## src/rtl/adcfc_regs.vh

```
// Filter configuration register map, field layout and timing constants
`ifndef ADCFC_REGS_VH
`define ADCFC_REGS_VH

// Register addresses, first and last setup
`define FC_ADDR_FIRST 6'h28
`define FC_ADDR_LAST 6'h2F
`define FC_ADDR_HI 3'h5
`define FC_RESET 16'h0500

// Field positions
`define FC_MAP_BIT 15
`define FC_PF_EN_BIT 11
`define FC_PF_SEL_HI 10
`define FC_PF_SEL_LO 8
`define FC_ORDER_HI 6
`define FC_ORDER_LO 5
`define FC_ODR_HI 4
`define FC_ODR_LO 0
`define FC_DECIM_HI 14

// Writable bits in normal mapping; reserved 14:12 and 7 stay zero
`define FC_WMASK 16'h8F7F

// Filter order codes
`define FC_ORDER_SINC5 2'h0
`define FC_ORDER_SINC3 2'h3

// Postfilter select codes
`define FC_PF_27SPS 3'h2
`define FC_PF_25SPS 3'h3
`define FC_PF_20SPS 3'h5
`define FC_PF_16SPS 3'h6

// Postfilter settling times in microseconds, as printed in ms
`define FC_PF_27_SETTLE_US 36700
`define FC_PF_25_SETTLE_US 40000
`define FC_PF_20_SETTLE_US 50000
`define FC_PF_16_SETTLE_US 60000
`define FC_US_PER_S 1000000

// Direct sinc3 decimation factor per rate unit
`define FC_DECIM_FACTOR 32

// Single-channel sinc5 + sinc1 rates in samples per second
`define FC_ODR_FAST_SPS 31250
`define FC_ODR_HALF_SPS 15625
`define FC_ODR_FAST_MAX 5'h04
`define FC_ODR_HALF 5'h06
`define FC_ODR_SHIFT_BASE 5'h05

`endif

```

## src/rtl/adcfc_timer.v

```verilog
// Conversion timer counting modulator ticks for one conversion period
`timescale 1ns/1ps
module adcfc_timer (
  input wire clk,
  input wire reset,
  input wire ce,
  input wire restart,
  input wire run,
  input wire [31:0] period,
  output reg done
);

  reg [31:0] count_reg;
  reg [31:0] count_next;
  reg done_next;

  // Next count; wraps and pulses done at the end of a period
  always @* begin
    count_next = count_reg;
    done_next = 1'b0;
    if (restart || !run) begin
      count_next = 32'h00000000;
    end else if (count_reg + 32'h00000001 >= period) begin
      count_next = 32'h00000000;
      done_next = 1'b1;
    end else begin
      count_next = count_reg + 32'h00000001;
    end
  end

  // Count state, frozen while the tick enable is low
  always @(posedge clk or posedge reset) begin
    if (reset) begin
      count_reg <= 32'h00000000;
      done <= 1'b0;
    end else if (ce) begin
      count_reg <= count_next;
      done <= done_next;
    end else begin
      done <= 1'b0;
    end
  end

endmodule

```

## src/rtl/adcfc_core.v

```verilog
// Per-setup filter configuration registers and conversion control
//
// Operation
// - Eight 16-bit setup filter registers, consecutive addresses
// - Each register resets to 0x0500
// - Any filter register write aborts current conversion
// - After abort, restart at first sequence channel
// - Bit 15 selects direct sinc3 decimation mapping
// - Direct map rate is modulator rate/(32*low bits)
// - Bits 14:12 and 7 reserved, read-only zero unless bit 15 is set
// - Bit 11 enables postfilter, only with order 00
// - Postfilter 010 27SPS, 011 25SPS settling
// - Postfilter 101 20SPS/50ms, 110 16.67SPS/60ms
// - Order 00 sinc5+sinc1, order 11 sinc3
// - Rate codes 0-4 31250SPS, 6 15625SPS
`timescale 1ns/1ps
`include "adcfc_regs.vh"
module adcfc_core #(
  parameter MOD_HZ = 1000000
) (
  input wire CLK,
  input wire RESET,
  input wire CE,
  input wire WR_EN,
  input wire RD_EN,
  input wire [5:0] ADDR,
  input wire [15:0] WDATA,
  output reg [15:0] RDATA,
  output reg RD_HIT,
  input wire CONV_EN,
  input wire [3:0] LAST_CHANNEL,
  input wire [2:0] SETUP_SEL,
  output reg [3:0] CHANNEL,
  output reg CONV_ABORT,
  output reg CONV_BUSY,
  output wire DATA_READY,
  output reg ACT_MAP,
  output reg [14:0] ACT_DECIM,
  output reg ACT_PF_EN,
  output reg [2:0] ACT_PF_SEL,
  output reg [1:0] ACT_ORDER,
  output reg [4:0] ACT_ODR,
  output reg [31:0] ACT_PERIOD
);

  // Conversion control states
  localparam [1:0] ST_IDLE = 2'h0;
  localparam [1:0] ST_CONVERT = 2'h1;
  localparam [1:0] ST_ABORT = 2'h2;

  // Modulator ticks per output word, derived from rates and settling
  localparam [31:0] TICKS_FAST = MOD_HZ / `FC_ODR_FAST_SPS;
  localparam [31:0] TICKS_HALF = MOD_HZ / `FC_ODR_HALF_SPS;
  localparam [31:0] TICKS_PF_27 =
    (MOD_HZ / 1000) * `FC_PF_27_SETTLE_US / (`FC_US_PER_S / 1000);
  localparam [31:0] TICKS_PF_25 =
    (MOD_HZ / 1000) * `FC_PF_25_SETTLE_US / (`FC_US_PER_S / 1000);
  localparam [31:0] TICKS_PF_20 =
    (MOD_HZ / 1000) * `FC_PF_20_SETTLE_US / (`FC_US_PER_S / 1000);
  localparam [31:0] TICKS_PF_16 =
    (MOD_HZ / 1000) * `FC_PF_16_SETTLE_US / (`FC_US_PER_S / 1000);
  localparam [31:0] DECIM_FACTOR = `FC_DECIM_FACTOR;

  // Register file, one word per setup
  reg [15:0] fc_mem_reg [0:7];
  reg [1:0] state_reg;
  reg [1:0] state_next;
  reg [3:0] channel_next;
  reg [15:0] act_word;
  wire wr_hit;
  wire rd_hit;
  wire [2:0] wr_index;
  wire conv_done;
  wire restart;
  integer i;

  // True when an address falls on one of the eight setup registers
  function fc_hit;
    input [5:0] addr;
    begin
      fc_hit = (addr[5:3] == `FC_ADDR_HI);
    end
  endfunction

  // Value stored on a write: reserved bits forced low unless direct map
  function [15:0] fc_store;
    input [15:0] data;
    begin
      if (data[`FC_MAP_BIT]) begin
        fc_store = data;
      end else begin
        fc_store = data & `FC_WMASK;
      end
    end
  endfunction

  // Rate code to ticks for the sinc5 + sinc1 and sinc3 paths
  function [31:0] odr_ticks;
    input [4:0] odr;
    begin
      if (odr <= `FC_ODR_FAST_MAX) begin
        odr_ticks = TICKS_FAST;
      end else if (odr == `FC_ODR_HALF) begin
        odr_ticks = TICKS_HALF;
      end else begin
        odr_ticks = TICKS_FAST << (odr - `FC_ODR_SHIFT_BASE);
      end
    end
  endfunction

  // Postfilter code to ticks; undefined codes fall back to the reset code
  function [31:0] pf_ticks;
    input [2:0] sel;
    begin
      case (sel)
        `FC_PF_27SPS: pf_ticks = TICKS_PF_27;
        `FC_PF_25SPS: pf_ticks = TICKS_PF_25;
        `FC_PF_20SPS: pf_ticks = TICKS_PF_20;
        `FC_PF_16SPS: pf_ticks = TICKS_PF_16;
        default: pf_ticks = TICKS_PF_20;
      endcase
    end
  endfunction

  // Conversion period of one setup word, in modulator ticks
  function [31:0] fc_period;
    input [15:0] word;
    reg [31:0] decim;
    begin
      decim = {17'h00000, word[`FC_DECIM_HI:0]};
      if (decim == 32'h00000000) begin
        decim = 32'h00000001;
      end
      if (word[`FC_MAP_BIT]) begin
        fc_period = DECIM_FACTOR * decim;
      end else if (word[`FC_PF_EN_BIT] &&
          word[`FC_ORDER_HI:`FC_ORDER_LO] == `FC_ORDER_SINC5) begin
        fc_period = pf_ticks(word[`FC_PF_SEL_HI:`FC_PF_SEL_LO]);
      end else begin
        fc_period = odr_ticks(word[`FC_ODR_HI:`FC_ODR_LO]);
      end
    end
  endfunction

  assign wr_hit = WR_EN && fc_hit(ADDR);
  assign rd_hit = RD_EN && fc_hit(ADDR);
  assign wr_index = ADDR[2:0];
  assign restart = (state_reg != ST_CONVERT) || wr_hit;

  // Register writes; every setup word resets to its default
  always @(posedge CLK or posedge RESET) begin
    if (RESET) begin
      for (i = 0; i < 8; i = i + 1) begin
        fc_mem_reg[i] <= `FC_RESET;
      end
    end else if (CE && wr_hit) begin
      fc_mem_reg[wr_index] <= fc_store(WDATA);
    end
  end

  // Read port; data and hit registered
  always @(posedge CLK or posedge RESET) begin
    if (RESET) begin
      RDATA <= 16'h0000;
      RD_HIT <= 1'b0;
    end else if (CE) begin
      RD_HIT <= rd_hit;
      if (rd_hit) begin
        RDATA <= fc_mem_reg[ADDR[2:0]];
      end
    end
  end

  // Conversion control sequence
  always @* begin
    state_next = state_reg;
    case (state_reg)
      ST_IDLE: begin
        if (CONV_EN) begin
          state_next = ST_CONVERT;
        end
      end
      ST_CONVERT: begin
        if (wr_hit) begin
          state_next = ST_ABORT;
        end else if (!CONV_EN) begin
          state_next = ST_IDLE;
        end
      end
      ST_ABORT: begin
        if (CONV_EN) begin
          state_next = ST_CONVERT;
        end else begin
          state_next = ST_IDLE;
        end
      end
      default: state_next = ST_IDLE;
    endcase
  end

  // Channel index; returns to the first channel on abort or idle
  always @* begin
    channel_next = CHANNEL;
    if (state_reg != ST_CONVERT || wr_hit) begin
      channel_next = 4'h0;
    end else if (conv_done) begin
      if (CHANNEL >= LAST_CHANNEL) begin
        channel_next = 4'h0;
      end else begin
        channel_next = CHANNEL + 4'h1;
      end
    end
  end

  // Setup word of the channel being converted
  always @* begin
    act_word = fc_mem_reg[SETUP_SEL];
  end

  // State, channel and abort pulse registers
  always @(posedge CLK or posedge RESET) begin
    if (RESET) begin
      state_reg <= ST_IDLE;
      CHANNEL <= 4'h0;
      CONV_ABORT <= 1'b0;
      CONV_BUSY <= 1'b0;
    end else if (CE) begin
      state_reg <= state_next;
      CHANNEL <= channel_next;
      CONV_ABORT <= wr_hit && (state_reg == ST_CONVERT);
      CONV_BUSY <= (state_next == ST_CONVERT);
    end
  end

  // Decoded active setup fields, taken while no conversion runs, on a setup write and at each conversion end
  always @(posedge CLK or posedge RESET) begin
    if (RESET) begin
      ACT_MAP <= 1'b0;
      ACT_DECIM <= 15'h0000;
      ACT_PF_EN <= 1'b0;
      ACT_PF_SEL <= 3'h5;
      ACT_ORDER <= 2'h0;
      ACT_ODR <= 5'h00;
      ACT_PERIOD <= 32'h00000001;
    end else if (CE && (restart || conv_done)) begin
      ACT_MAP <= act_word[`FC_MAP_BIT];
      ACT_DECIM <= act_word[`FC_DECIM_HI:0];
      // Postfilter enable, order and rate are ignored while direct mapping is active
      ACT_PF_EN <= act_word[`FC_PF_EN_BIT] && !act_word[`FC_MAP_BIT] &&
        (act_word[`FC_ORDER_HI:`FC_ORDER_LO] == `FC_ORDER_SINC5);
      ACT_PF_SEL <= act_word[`FC_PF_SEL_HI:`FC_PF_SEL_LO];
      if (act_word[`FC_MAP_BIT]) begin
        ACT_ORDER <= `FC_ORDER_SINC3;
        ACT_ODR <= 5'h00;
      end else begin
        ACT_ORDER <= act_word[`FC_ORDER_HI:`FC_ORDER_LO];
        ACT_ODR <= act_word[`FC_ODR_HI:`FC_ODR_LO];
      end
      ACT_PERIOD <= fc_period(act_word);
    end
  end

  // Output word timer for the running conversion
  adcfc_timer u_timer (
    .clk(CLK),
    .reset(RESET),
    .ce(CE),
    .restart(restart),
    .run(state_reg == ST_CONVERT),
    .period(ACT_PERIOD),
    .done(conv_done)
  );

  assign DATA_READY = conv_done && (state_reg == ST_CONVERT);

endmodule

```

## config.mk

```make
export PLATFORM = sky130hd
export DESIGN_NAME = adcfc_core
export DESIGN_NICKNAME = d
export VERILOG_FILES = /design/src/rtl/adcfc_timer.v /design/src/rtl/adcfc_core.v
export VERILOG_INCLUDE_DIRS = /design/src /design/src/rtl
export SDC_FILE = /design/constraint.sdc
export NUM_CORES = 1
export LEC_CHECK = 0
export ABC_AREA = 1
export BUFFER_PORTS_ARGS = -buffer_cell sky130_fd_sc_hd__clkbuf_2
export CAP_MARGIN = 20
export CORE_MARGIN = 3
export CORE_UTILIZATION = 30
export CTS_CLUSTER_DIAMETER = 100
export DETAILED_ROUTE_END_ITERATION = 10
export PLACE_DENSITY = 0.52
export SETUP_SLACK_MARGIN = 0.02
export SLEW_MARGIN = 20
export SYNTH_ARGS = -nofsm -noshare
export SYNTH_HDL_FRONTEND = slang
export SYNTH_SLANG_ARGS = --single-unit
```

## constraint.sdc

```tcl
create_clock -name CLK -period 9.8 [get_ports CLK]
set_input_delay 0.98 -clock CLK [delete_from_list [all_inputs] [get_ports CLK]]
set_output_delay 0.98 -clock CLK [all_outputs]
set_load 0.01 [all_outputs]
```

==> summary.md <==
| Metric | Value |
|---|---|
| Worst Setup EP | `fc_mem_reg[8]$_DFFE_PP1P_` |
| Fin util | `35.2%` |
| Reg2reg start | `u_timer.count_reg[8]$_DFFE_PP0P_` |
| Syn_nets | `1,912` |
| Post-CTS Setup Bufs | `0` |
| Yosys reg bits | `242` |
| Placed insts | `2,471` |
| Port Buffers | `116` |
| Final net count | `1,983` |
| Yosys top cell area share | `40.5%` |
| Setup Crit Path Kind | `in2reg` |
| Clock tree sinks | `242` |
| CP bufs+invs | `3` |
| Avg Inst Size Synth | `7.49 µm²` |
| Clock skew | `0.0176 ns` |
| Power Density | `172 nW/µm²` |
| Via count | `12,400` |
| Synth area leaders | `dfrtp_1, nand2_1, o21ai_0` |
| First-pass GRT wire length | `70,200 µm` |
| Ports | `118` |
| Non-Filler Instances | `2,527` |
| GR Overflow Total | `0` |
| Startpoint Class | `primary input` |
| Layout overhead on the synthesized area | `14.4%` |
| Outcome | `finished, final reports clean` |
| Max-slew violation count | `0` |
| Max Cap Viol | `0` |
| Largest net degree at the start of global routing | `111` |
| Detailed-route DRC error count | `0` |
| GPL Wtd Cong | `0.846` |
| Worst-path fanout max | `63` |
| Worst slew margin | `33.0%` |
| Top FF cell, synth | `dfrtp_1` |
| Fmax | `267 MHz` |
| Total track usage | `18.5%` |
| Final Hold Violating Endpoints | `0` |
| CP Data Arrival Time | `4.21 ns` |
| Final setup TNS | `0 ns` |
| Worst-skew pair later-pin latency | `0.58 ns` |
| CP Capture Type | `flop` |
| Core Area | `44,800 µm²` |
| Number of synthesized flops with an enable pin | `0` |
| Maximum VDD drop | `0.000127 V` |
| RR Endpoint | `u_timer.count_reg[7]$_DFFE_PP0P_` |
| Wirelength, routed | `45,000 µm` |
| Syn Inst Count | `1,840` |
| Root buffer cell | `clkbuf_16` |
| Cell taking the most area after synthesis | `dfrtp_1` |
| Crit. Startpoint | `ADDR[0]` |
| Synth warn | `0` |
| Max stage delay cell, worst path | `nor2_2` |
| Post-Syn Area | `13,800 µm²` |
| Critical path's largest stage delay | `0.86 ns` |
| Rows | `77` |
| TritonCTS Buffers | `30` |
| Vias/cell | `4.91` |
| Die ar. | `48,500 µm²` |
| RSZ-0062 raised after global routing | `false` |
| Worst Hold Depth | `2` |
| Yosys cell types | `45` |
| Register area share after synthesis | `44.1%` |
| Max reg flops | `128` |
| Vias in the first global route | `12,010` |
| Cell depth of the worst flop-to-flop path | `15` |
| Post-detail-place hpwl | `30,400 µm` |
| CP top delay family | `simple AND/OR/NAND/NOR gates` |
| Maximum clock path buffer count | `3` |
| WL/cell | `17.8 µm` |
| Drt pass-1 iters | `5` |
| CTS resizes | `0` |
| Most frequent cell after synthesis | `nand2_1` |
| Asr flop ratio synth | `100%` |
| Worst-Margin Slew | `1.00 ns` |
| Top cells by instance count after synthesis | `nand2_1, dfrtp_1, inv_1, o21ai_0, nor2_1` |
| Starting Density | `30.7%` |
| Initial antenna violation count | `0` |
| N_diodes | `0` |
| HP Class | `reg2reg` |
| Leakage | `7.57 nW` |
| Final min period | `3.75 ns` |
| R2r setup slk | `6.34 ns` |
| Fin crit share | `38.3%` |
| Die width | `220 µm` |
| CTS H-tree lvls | `1` |
| Drt initial violations | `957` |
| Overall power | `0.00272 W` |
| Hold buffer count at cts | `0` |
| Die Y | `220 µm` |
| Crit path cell chain | `clkbuf_2, buf_4, clkinv_1, nor2_2, nand2_1, o21ai_0` |
| Clk pin slew, worst setup/hold paths | `0.06 ns` |
| Post-route ant nets | `0` |
| Fraction of layout cells with a size suffix above 1 | `12.9%` |
| CTS tree | `built` |
| Final setup vio count | `0` |
| Critical Path Stages | `6` |
| WP data required | `10.26 ns` |
-- worst register-to-register path, cell delays in order, from the launching register on --
cell      delay, ns
dfrtp_1        0.44
nand2_1        0.09
nor2_1         0.18
nand4_1        0.11
nor2_1         0.24
nand4_1        0.18
xor2_1         0.17
inv_1          0.09
ha_1           0.29
a21oi_1        0.14
o21ai_0        0.09
nand4_1        0.09
o211ai_1       0.14
a21oi_1        0.18
nand3_2        0.52
o21ai_0        0.41
-- per-layer routing --
layer / global-route usage [%] / share of wire [%] / vias to the layer above / routed length [µm]
li1: - / - / 6094 / -
met1: 25.8 / 45 / 5845 / 20500
met2: 29.7 / 45 / 383 / 20300
met3: 2.84 / 6.4 / 78 / 2890
met4: 5.71 / 2.9 / 0 / 1330
met5: 0 / 0 / - / 0
-- cells in the final DEF (no fill, tap or decap), drive strengths merged --
cell,netlist,layout
a21boi,2,2
a221oi,4,4
bufinv,0,3
a21oi,51,51
dfrtp,223,223
o22ai,28,28
o21ai,206,206
nand2,587,587
and3,2,2
nand3,111,111
a41oi,14,14
buf,39,14
a22oi,3,3
xor2,21,21
clkinv,5,12
a31oi,1,1
nand4,24,24
nand3b,2,2
ha,37,37
xnor2,11,11
clkinvlp,0,1
nor3,13,13
inv,223,223
o21a,1,1
nor3b,1,1
o31ai,1,1
nor2,120,120
o211ai,38,38
conb,1,1
dfstp,19,19
clkbuf,52,161
-- cell families after synthesis --
kind of cell               Yosys count  share of synthesized area, %
AOI/OAI and AO/OA                  349                          14.8
xor gates and xnor gates            32                          2.03
adders and majority gates           37                          3.36
buffers and inverters              319                          9.81
DFF                                242                          44.1
other                                1                        0.0272
and+or+nand+nor                    860                          25.8
-- per-stage QoR --
stage / worst slack, ns / area (µm²) / hold WS, ns
6_report: 6.05 / 15800 / 0.468
5_1_grt: 5.66 / 15800 / 0.482
4_1_cts: 6.12 / 15700 / 0.469
3_5_place_dp: 5.53 / 14700 / 0.459
3_3_place_gp: 5.58 / 14700 / 0.458
2_1_floorplan: 2.21 / 13800 / 0.453
-- report_power, final --
group	switching, W	leakage [nW]	total (W)	internal (W)
clock network	0.000452	0.499	0.00115	0.000694
registers	0.0000653	3.21	0.00115	0.00109
logic	0.000284	3.87	0.000415	0.000132
-- final cells by class --
cell class	instances	area (µm²)
fill	4795	29000
multi-input combinational	1279	6370
sequential	242	6080
clock buffer	45	878
inverter	228	868
tap	592	741
timing repair buffer	130	686
clock inverter	11	133
-- worst min path at each step --
stage                                        to  slack, ns                   startpoint
floorplan           fc_mem_reg[100]$_DFFE_PP0P_       0.45  fc_mem_reg[100]$_DFFE_PP0P_
global placement      ACT_PF_SEL[0]$_DFFE_PP1P_       0.46    ACT_PF_SEL[0]$_DFFE_PP1P_
detailed placement    ACT_PF_SEL[0]$_DFFE_PP1P_       0.46    ACT_PF_SEL[0]$_DFFE_PP1P_
CTS                   ACT_PF_SEL[0]$_DFFE_PP1P_       0.47    ACT_PF_SEL[0]$_DFFE_PP1P_
global route          ACT_PF_SEL[2]$_DFFE_PP1P_       0.48    ACT_PF_SEL[2]$_DFFE_PP1P_
finish                ACT_PF_SEL[0]$_DFFE_PP1P_       0.47    ACT_PF_SEL[0]$_DFFE_PP1P_
Note: power is estimated with default switching activity, not from simulation.
